### config.mk
export PLATFORM = sky130hd
export DESIGN_NAME = msc_top
export DESIGN_NICKNAME = d
export VERILOG_FILES = /design/src/hw/msc_pkg.sv /design/src/hw/msc_sync2.sv /design/src/hw/msc_logseq.sv /design/src/hw/msc_top.sv
export VERILOG_INCLUDE_DIRS = /design/src /design/src/hw
export SDC_FILE = /design/constraint.sdc
export NUM_CORES = 1
export LEC_CHECK = 0
export BUFFER_PORTS_ARGS = -buffer_cell sky130_fd_sc_hd__clkbuf_2
export CORE_ASPECT_RATIO = 0.9
export CORE_UTILIZATION = 52
export CTS_CLUSTER_DIAMETER = 60
export DETAILED_ROUTE_END_ITERATION = 6
export PLACE_DENSITY = 0.89
export REMOVE_ABC_BUFFERS = 1
export SLEW_MARGIN = 25
export SYNTH_ARGS = -nofsm -noshare
export SYNTH_HDL_FRONTEND = slang
export SYNTH_SLANG_ARGS = --single-unit
### constraint.sdc
create_clock -name clk_in -period 2.1 [get_ports clk_in]
set_clock_uncertainty 0.15 [all_clocks]
set_input_delay 0.42 -clock clk_in [delete_from_list [all_inputs] [get_ports clk_in]]
set_output_delay 0.42 -clock clk_in [all_outputs]
set_load 0.005 [all_outputs]
### src/hw/msc_cfg.svh
// Purpose: constants for the maintenance scan controls
// Assumes: included by bare name
// Notes: offsets, codes and counts only
`ifndef MSC_CFG_SVH
`define MSC_CFG_SVH
// ********************
// register map
// ********************
`define MSC_ADDR_CTRL 4'h0
`define MSC_ADDR_STAT 4'h1
`define MSC_ADDR_OP 4'h2
`define MSC_ADDR_SDR 4'h3
`define MSC_ADDR_SEQ 4'h4
`define MSC_ADDR_MICROSTORE_ADDRESS_REG 4'h5
`define MSC_ADDR_LOGCNT 4'h6
// ********************
// field positions
// ********************
`define MSC_SDR_STORAGE_ENABLE_OVERRIDE_BIT 4
`define MSC_SDR_CHAIN_BIT 5
`define MSC_SDR_SUP_BIT 6
`define MSC_SDR_MICROSTORE_ADDRESS_REG_HI 12
`define MSC_SDR_MICROSTORE_ADDRESS_REG_LO 1
`define MSC_FOLD_SRC_HI 3
`define MSC_FOLD_DST_LO 4
`define MSC_OP_FOLD_BIT 7
// ********************
// codes and counts
// ********************
`define MSC_EMIT_LOAD 4'h8
`define MSC_EMIT_PF_SET 4'h1
`define MSC_EMIT_PF_CLR 4'h5
`define MSC_EMIT_BT_SET 4'h2
`define MSC_EMIT_BT_CLR 4'h3
`define MSC_EMIT_BT_TEST 4'h4
`define MSC_OP_BT_CLR_A 8'h07
`define MSC_OP_BT_CLR_B 8'h08
`define MSC_OP_BT_TEST 8'h0e
`define MSC_OP_BT_STEP 8'h0f
`define MSC_OP_FOLD_A 8'h31
`define MSC_OP_FOLD_B 8'h35
`define MSC_OP_FOLD_C 8'h36
`define MSC_OP_FOLD_D 8'h37
`define MSC_SEQ_LIMIT 3'h7
`define MSC_REPEAT_RESET 4'h1
`define MSC_LOG_MAX_WORDS 6'h2a
`define MSC_ENTRY_FETCH_LINK 12'hf4e
`define MSC_ENTRY_EXEC_LINK 12'hf8b
`define MSC_LINK_FETCH_HEX 16'h1e9c
`define MSC_LINK_EXEC_HEX 16'h1f16
`endif

### src/hw/msc_pkg.sv
// Purpose: types of the maintenance scan controls
// Assumes: nothing
// Notes: modes are one-hot
package msc_pkg;
  typedef enum logic [2:0] {
    MSC_MODE_SEQ = 3'h1,
    MSC_MODE_MS = 3'h2,
    MSC_MODE_ROS = 3'h4
  } msc_mode_e;
  typedef struct packed {
    logic [3:0] addr;
    logic [31:0] wdata;
    logic wr;
    logic rd;
  } msc_bus_s;
  typedef struct packed {
    logic scan_ctl;
    logic [3:0] emit;
    logic test_chain;
    logic repeat_step;
    logic exec_link;
    logic error;
    logic logout_pb;
    logic start_pb;
    logic force_pass_sw;
    logic diag_load;
    logic [31:0] reg_in;
  } msc_uop_s;
endpackage

### src/hw/msc_sync2.sv
// Purpose: two-stage synchroniser for panel pins
// Assumes: level inputs
// Notes: first stage read only by the second
`timescale 1ns/1ps
`default_nettype none
module msc_sync2
(
  input wire logic clk_in,
  input wire logic rst_b_in,
  input wire logic [2:0] d_in,
  output logic [2:0] q_out
);
  logic [2:0] s1_q;
  logic [2:0] s2_q;
  always_ff @(posedge clk_in)
  begin
    if (!rst_b_in)
    begin
      s1_q <= 3'h0;
      s2_q <= 3'h0;
    end
    else
    begin
      s1_q <= d_in;
      s2_q <= s1_q;
    end
  end
  assign q_out = s2_q;
endmodule
`default_nettype wire

### src/hw/msc_logseq.sv
// Purpose: logout mode walk and word counter
// Assumes: start is a one-cycle pulse
// Notes: seq, main store, microstore in turn
`timescale 1ns/1ps
`default_nettype none
`include "msc_cfg.svh"
module msc_logseq
  import msc_pkg::*;
(
  input wire logic clk_in,
  input wire logic rst_b_in,
  input wire logic start_in,
  input wire logic word_in,
  output msc_mode_e mode_out,
  output logic busy_out,
  output logic [5:0] count_out
);
  typedef struct packed {
    msc_mode_e mode;
    logic busy;
    logic [5:0] cnt;
  } msc_ls_s;
  msc_ls_s s_q;
  msc_ls_s s_d;
  always_comb
  begin
    s_d = s_q;
    if (start_in && !s_q.busy)
    begin
      s_d.busy = 1'b1;
      s_d.mode = MSC_MODE_SEQ;
      s_d.cnt = 6'h0;
    end
    else if (s_q.busy && word_in)
    begin
      // never more than the allowed logout words
      if (s_q.cnt != `MSC_LOG_MAX_WORDS)
        s_d.cnt = s_q.cnt + 6'h1;
      case (s_q.mode)
        MSC_MODE_SEQ: s_d.mode = MSC_MODE_MS;
        MSC_MODE_MS: s_d.mode = MSC_MODE_ROS;
        MSC_MODE_ROS:
        begin
          s_d.busy = 1'b0;
        end
        default: s_d.mode = MSC_MODE_ROS;
      endcase
    end
  end
  always_ff @(posedge clk_in)
  begin
    if (!rst_b_in)
      s_q <= '{mode: MSC_MODE_ROS, busy: 1'b0, cnt: 6'h0};
    else
      s_q <= s_d;
  end
  assign mode_out = s_q.mode;
  assign busy_out = s_q.busy;
  assign count_out = s_q.cnt;
endmodule
`default_nettype wire

### src/hw/msc_top.sv
// Purpose: maintenance scan and fault-test controls
// Assumes: micro-orders come from the sequencer on clk_in
// Notes: panel pins synchronised; registers on a plain port
//
// The register addresses and the plain strobed port are this design's own decisions.
`timescale 1ns/1ps
`default_nettype none
`include "msc_cfg.svh"
module msc_top
  import msc_pkg::*;
(
  input wire logic clk_in,
  input wire logic rst_b_in,
  input wire msc_bus_s bus_in,
  output logic [31:0] rdata_out,
  input wire msc_uop_s uop_in,
  input wire logic log_request_in,
  input wire logic logout_pb_pin_in,
  input wire logic start_pb_pin_in,
  input wire logic force_pass_pin_in,
  output logic [31:0] scan_bus_out,
  output logic inhibit_storage_out,
  output logic seq_control_out,
  output logic log_ind_out,
  output logic branch_pass_out,
  output logic branch_fail_out,
  output logic branch_chain_out,
  output logic branch_bt_out,
  output logic branch_repeat_out,
  output logic [11:0] microstore_address_reg_out,
  output logic [11:0] entry_fetch_out,
  output logic [11:0] entry_exec_out,
  output logic [3:0] clock_stop_out,
  output logic [2:0] mode_out
);
  // ********************
  // state
  // ********************
  typedef struct packed {
    logic sup;
    logic storage_enable_override;
    logic chain;
    logic bt;
    logic pass;
    logic fail;
    logic logt;
    logic [3:0] rpt;
    logic [2:0] seq;
    logic [7:0] op;
    logic [31:0] storage_data_reg;
    logic [11:0] microstore_address_reg;
    logic [3:0] stop;
    logic [31:0] scan;
    logic [31:0] rdata;
    logic pb_q;
    logic st_q;
    logic bt_hit;
  } msc_st_s;
  msc_st_s s_q;
  msc_st_s s_d;
  logic [2:0] pins;
  msc_mode_e lmode;
  logic lbusy;
  logic [5:0] lcnt;
  logic inhibit;
  logic seq_done;
  logic emit_load;
  logic logout_go;
  msc_sync2 u_sync
  (
    .clk_in(clk_in),
    .rst_b_in(rst_b_in),
    .d_in({logout_pb_pin_in, start_pb_pin_in, force_pass_pin_in}),
    .q_out(pins)
  );
  msc_logseq u_log
  (
    .clk_in(clk_in),
    .rst_b_in(rst_b_in),
    .start_in(logout_go),
    .word_in(bus_in.wr && bus_in.addr == `MSC_ADDR_LOGCNT),
    .mode_out(lmode),
    .busy_out(lbusy),
    .count_out(lcnt)
  );
  function automatic logic is_fold(input logic [7:0] op);
    logic [7:0] c;
    c = {1'b0, op[6:0]};
    is_fold = op[`MSC_OP_FOLD_BIT] && (c == `MSC_OP_FOLD_A || c == `MSC_OP_FOLD_B ||
      c == `MSC_OP_FOLD_C || c == `MSC_OP_FOLD_D);
  endfunction
  // ********************
  // next state
  // ********************
  assign inhibit = s_q.sup && !s_q.storage_enable_override;
  assign seq_done = s_q.sup && s_q.seq == `MSC_SEQ_LIMIT;
  assign emit_load = uop_in.scan_ctl && uop_in.emit == `MSC_EMIT_LOAD;
  // pushbutton edge from the second sync stage only
  assign logout_go = (pins[2] && !s_q.pb_q) || (uop_in.error && log_request_in);
  always_comb
  begin
    s_d = s_q;
    s_d.pb_q = pins[2];
    s_d.st_q = pins[1];
    s_d.bt_hit = 1'b0;
    if (bus_in.wr)
    begin
      case (bus_in.addr)
        `MSC_ADDR_OP: s_d.op = bus_in.wdata[7:0];
        `MSC_ADDR_SDR: s_d.storage_data_reg = bus_in.wdata;
        `MSC_ADDR_SEQ: s_d.seq = bus_in.wdata[2:0];
        `MSC_ADDR_CTRL: s_d.stop = bus_in.wdata[3:0];
        default: s_d.op = s_q.op;
      endcase
    end
    if (s_q.sup && !seq_done)
      s_d.seq = s_q.seq + 3'h1;
    // test clear first so a set source in the same cycle wins
    if (uop_in.test_chain && !inhibit)
      s_d.chain = 1'b0;
    if (emit_load)
    begin
      s_d.sup = s_q.storage_data_reg[`MSC_SDR_SUP_BIT];
      s_d.storage_enable_override = s_q.storage_data_reg[`MSC_SDR_STORAGE_ENABLE_OVERRIDE_BIT];
      s_d.chain = s_q.storage_data_reg[`MSC_SDR_CHAIN_BIT];
    end
    if (seq_done)
    begin
      s_d.sup = 1'b0;
      s_d.storage_enable_override = 1'b0;
    end
    if (uop_in.diag_load || (pins[1] && !s_q.st_q && pins[0]))
      s_d.chain = 1'b1;
    if (lbusy || s_q.logt)
      s_d.chain = 1'b0;
    if (logout_go)
      s_d.logt = 1'b1;
    else if (!lbusy && lmode == MSC_MODE_ROS && s_q.logt && !pins[2])
      s_d.logt = 1'b0;
    if (lmode == MSC_MODE_MS && bus_in.wr && bus_in.addr == `MSC_ADDR_OP)
    begin
      case (bus_in.wdata[7:0])
        `MSC_OP_BT_CLR_A, `MSC_OP_BT_CLR_B: s_d.bt = 1'b0;
        `MSC_OP_BT_STEP: s_d.bt = !s_q.bt;
        `MSC_OP_BT_TEST: s_d.bt_hit = s_q.bt;
        default: s_d.bt = s_q.bt;
      endcase
    end
    if (lmode == MSC_MODE_ROS && uop_in.scan_ctl)
    begin
      case (uop_in.emit)
        `MSC_EMIT_BT_SET: s_d.bt = 1'b1;
        `MSC_EMIT_BT_CLR: s_d.bt = 1'b0;
        `MSC_EMIT_BT_TEST: s_d.bt_hit = s_q.bt;
        `MSC_EMIT_PF_SET:
        begin
          s_d.fail = s_q.fail | s_q.bt;
          s_d.pass = s_q.pass | !s_q.bt;
        end
        `MSC_EMIT_PF_CLR:
        begin
          s_d.fail = 1'b0;
          s_d.pass = 1'b0;
        end
        default: s_d.bt_hit = 1'b0;
      endcase
    end
    if (uop_in.repeat_step)
      s_d.rpt = s_q.rpt + 4'h1;
    if (uop_in.exec_link)
      s_d.microstore_address_reg = s_q.storage_data_reg[`MSC_SDR_MICROSTORE_ADDRESS_REG_HI:`MSC_SDR_MICROSTORE_ADDRESS_REG_LO];
    s_d.scan = uop_in.reg_in;
    if (is_fold(s_q.op))
    begin
      s_d.scan = s_q.storage_data_reg;
      s_d.scan[`MSC_FOLD_DST_LO +: 4] = uop_in.reg_in[`MSC_FOLD_SRC_HI -: 4];
    end
    s_d.rdata = 32'h0;
    if (bus_in.rd)
    begin
      case (bus_in.addr)
        `MSC_ADDR_CTRL: s_d.rdata = {28'h0, s_q.stop};
        `MSC_ADDR_STAT: s_d.rdata = {18'h0, s_q.rpt, s_q.seq, s_q.bt, s_q.pass,
          s_q.fail, s_q.logt, s_q.chain, s_q.storage_enable_override, s_q.sup};
        `MSC_ADDR_OP: s_d.rdata = {24'h0, s_q.op};
        `MSC_ADDR_SDR: s_d.rdata = s_q.storage_data_reg;
        `MSC_ADDR_SEQ: s_d.rdata = {29'h0, s_q.seq};
        `MSC_ADDR_MICROSTORE_ADDRESS_REG: s_d.rdata = {20'h0, s_q.microstore_address_reg};
        `MSC_ADDR_LOGCNT: s_d.rdata = {26'h0, lcnt};
        default: s_d.rdata = 32'h0;
      endcase
    end
  end
  always_ff @(posedge clk_in)
  begin
    if (!rst_b_in)
    begin
      s_q <= '0;
      s_q.rpt <= `MSC_REPEAT_RESET;
    end
    else
    begin
      s_q <= s_d;
    end
  end
  // ********************
  // outputs
  // ********************
  // bit numbering is ascending-left in the machine, so fold moves low nibbles here
  assign rdata_out = s_q.rdata;
  assign scan_bus_out = s_q.scan;
  assign inhibit_storage_out = inhibit;
  assign seq_control_out = s_q.sup;
  assign log_ind_out = s_q.logt;
  assign branch_pass_out = s_q.pass;
  assign branch_fail_out = s_q.fail;
  assign branch_chain_out = s_q.chain;
  assign branch_bt_out = s_q.bt_hit;
  assign branch_repeat_out = s_q.rpt == 4'h0;
  assign microstore_address_reg_out = s_q.microstore_address_reg;
  assign entry_fetch_out = `MSC_ENTRY_FETCH_LINK;
  assign entry_exec_out = `MSC_ENTRY_EXEC_LINK;
  assign clock_stop_out = s_q.stop;
  assign mode_out = lmode;
endmodule
`default_nettype wire

==> out/qor.yml <==
layout:
  stdcell_count: 1024
  design_area_um2: 7790
  nNetsFinal: 942
  utilization_pct: 61.4
  drive_above_1_share_pct: 28.0
  synthToLayoutAreaGrowth_pct: 15.6
  insertedDiodeCount: 0
timing:
  post-route-period-util_pct: 92.2
  rsz0062_at_grt: "no"
  setup_violations: 0
  layout_min_cycle_time_ns: 1.94
  worst_pin_slew_ns: 0.612
  max_freq_mhz: 516
  slew_headroom_pct: 59.2
  fin_hold_ws_ns: 0.0658
  hold_viol_final: 0
  final-max-slew-violation-count: 0
logic_synthesis:
  syn_area_um2: 6740
  synth.most_common_cell: "dfxtp_1"
  synth.yosys.warnings: 0
  ys_top_cells_by_area: "dfxtp_1 45%, buf_4 12%, mux2i_1 9.7%"
  yosysTopAreaCellShare_pct: 45.4
  netlist_instances: 748
  synth_edf_count: 0
  syn_area_per_cell_um2: 9.01
  async_flop_share_pct: 0
  synth_flop_cell: "dfxtp_1"
  ys_seq_area_share_pct: 45.4
  synth_area_leader_cell: "dfxtp_1"
  ys_ff_latch: 153
  synthTopCellsByCount: "153 x dfxtp_1, 107 x buf_4, 90 x nand2_1, 75 x nor2_1, 65 x mux2i_1"
  yosys.cell_types.count: 48
route:
  first_iter_violations: 360
  routed-via-count: 5364
  routed_wl_um: 16000
  via_per_inst: 5.24
  dr.pass1.iters: 6
  antenna_left: 0
  wire_per_inst_um: 15.7
  drc: 0
worst_setup_path:
  reg2reg_slack_ns: 0.29
  required_ns: 1.53
  r2r_end: "scan_bus_out[18]"
  crit_path_start_kind: "register"
  worstSetupPathType: "reg -> out"
  endpoint_kind: "primary output"
  worstPathArrival_ns: 1.37
  reg2reg_depth: 5
  crit_fanout: 5
  timing.rr.start: "s_q[118]"
clock_tree:
  htree_num_levels: 4
  clockRootBuffer: "clkbuf_16"
  clk-insertion-delay-late_ns: 0.41
  tritoncts: "yes"
  cts_buffer_depth: 2
  path_clk_slew_ns: 0.06
  cts_resized: 0
  hold_buffers: 0
  cts_buffers: 17
  cts_sinks: 153
  post_cts_buffers: 0
placed_design:
  place_inst: 992
  gp_congestion: 0.895
  io_buffers: 176
  place_area_um2: 7190
  dp_hpwl_um: 11300
floorplan:
  dieArea_um2: 13400
  num_rows: 39
  ioPinCount: 204
  die_w_um: 122
  coreArea_um2: 12700
  die_h_um: 110
  initial_utilization_pct: 53.1
power:
  p_per_area_nw_per_um2: 840
  leakage_nw: 3.33
  ir_drop_v: 0.000554
  total_power_w: 0.00654
run_status:
  status: "finished, final reports clean"
global_route:
  grt-ovfl-total: 0
  antenna_found_initial: 0
  grt_pass1_wl_um: 24700
  grt_pass1_vias: 4997
  grt_max_degree: 34
  track_usage_pct: 23.9
hold_path:
  hold_end: "u_sync.s1_q[1]"
  hold_depth: 2
  hold_class: "in -> reg"
  hp-start: "start_pb_pin_in"
job:
  cap_viol_max_count: 0
## placed cells by master, fill, tap and decap left out, types with 3 or more instances in the layout
cell / synthesis / layout
nand3b_1: 5 / 5
a211oi_1: 6 / 6
nor2_1: 75 / 75
clkinvlp_4: 0 / 3
nor3b_1: 5 / 5
a22oi_1: 10 / 10
clkinv_4: 0 / 5
nor2b_1: 6 / 6
nand4b_1: 5 / 5
mux2_2: 3 / 3
a21oi_1: 55 / 55
ha_1: 6 / 6
buf_4: 107 / 22
a31oi_1: 5 / 5
conb_1: 2 / 24
o21ai_0: 7 / 7
dfxtp_1: 153 / 153
a22o_1: 6 / 6
buf_12: 0 / 3
nand2_1: 90 / 90
nor3_1: 6 / 6
clkbuf_2: 0 / 176
clkbuf_16: 0 / 17
nand2b_1: 6 / 6
nand4_1: 3 / 3
clkinv_2: 0 / 3
inv_1: 11 / 10
xnor2_1: 3 / 3
and2_1: 33 / 34
mux2i_1: 65 / 65
bufinv_16: 0 / 3
nand3_1: 13 / 13
## flip-flops by register name, indices dropped and copies added (netlist names)
register	flops
branch_bt_out	1
branch_chain_out	1
branch_fail_out	1
branch_pass_out	1
clock_stop_out	4
log_ind_out	1
microstore_address_reg_out	12
rdata_out	32
s_q	51
scan_bus_out	32
seq_control_out	1
u_log.busy_out	1
u_log.count_out	6
u_log.mode_out	3
u_sync.q_out	3
u_sync.s1_q	3
## power by group
| group | switching, W | total (W) | internal, W |
|---|---|---|---|
| combinational | 0.000241 | 0.000438 | 0.000197 |
| clock | 0.00120 | 0.00308 | 0.00188 |
| sequential | 0.0000510 | 0.00302 | 0.00297 |
| total | 0.00149 | 0.00654 | 0.00505 |
## final cells by class
class,instances,area [um^2]
Fill cell,1101,4900
Sequential cell,153,3060
Multi-Input combinational cell,463,2770
Timing Repair Buffer,201,1110
Clock buffer,18,429
Tap cell,164,205
Clock inverter,14,175
Inverter,11,42.5
## through the flow
step	setup slack, ns	setup TNS, ns
2_1_floorplan	-0.848	-39.57
3_3_place_gp	0.0709	0
3_5_place_dp	0.0403	0
4_1_cts	0.138	0
5_1_grt	0.0921	0
6_report	0.164	0
## worst max-delay path by stage
stage          startpoint                end  slack [ns]  cells past startpoint
2_1_floorplan    s_q[118]    scan_bus_out[0]       -0.85                      4
3_3_place_gp   bus_in[36]      rdata_out[19]        0.07                      4
3_5_place_dp   bus_in[36]      rdata_out[18]        0.04                      4
4_1_cts          s_q[126]  branch_repeat_out        0.14                      4
5_1_grt          s_q[126]  branch_repeat_out        0.09                      4
6_report         s_q[126]  branch_repeat_out        0.16                      4
## metal layers
layer,up-vias,track usage [%],routed length [um]
met5,-,0,0
met4,0,10.1,336
met3,29,6.84,1280
met2,264,41.4,7790
met1,2492,27.7,6620
li1,2579,-,-
## worst max-delay path, stage by stage (launching register included)
cell and delay [ns]:
dfxtp_1 0.45, inv_1 0.07, ha_1 0.19, nor3b_1 0.13, clkbuf_2 0.11
## kinds of logic (layout without fill, tap and decap cells)
kind of cell / Yosys count / count (layout) / share of synthesized area [%]
muxes: 68 / 68 / 10.2
AOI/OAI and AO/OA: 99 / 99 / 9.00
xor gates and xnor gates: 5 / 5 / 0.650
other: 2 / 24 / 0.111
buffers and inverters: 154 / 244 / 14.8
DFF: 153 / 153 / 45.4
and+or+nand+nor: 261 / 261 / 18.7
adders and majority gates: 6 / 6 / 1.11
Note: power is estimated with default switching activity, not from simulation.
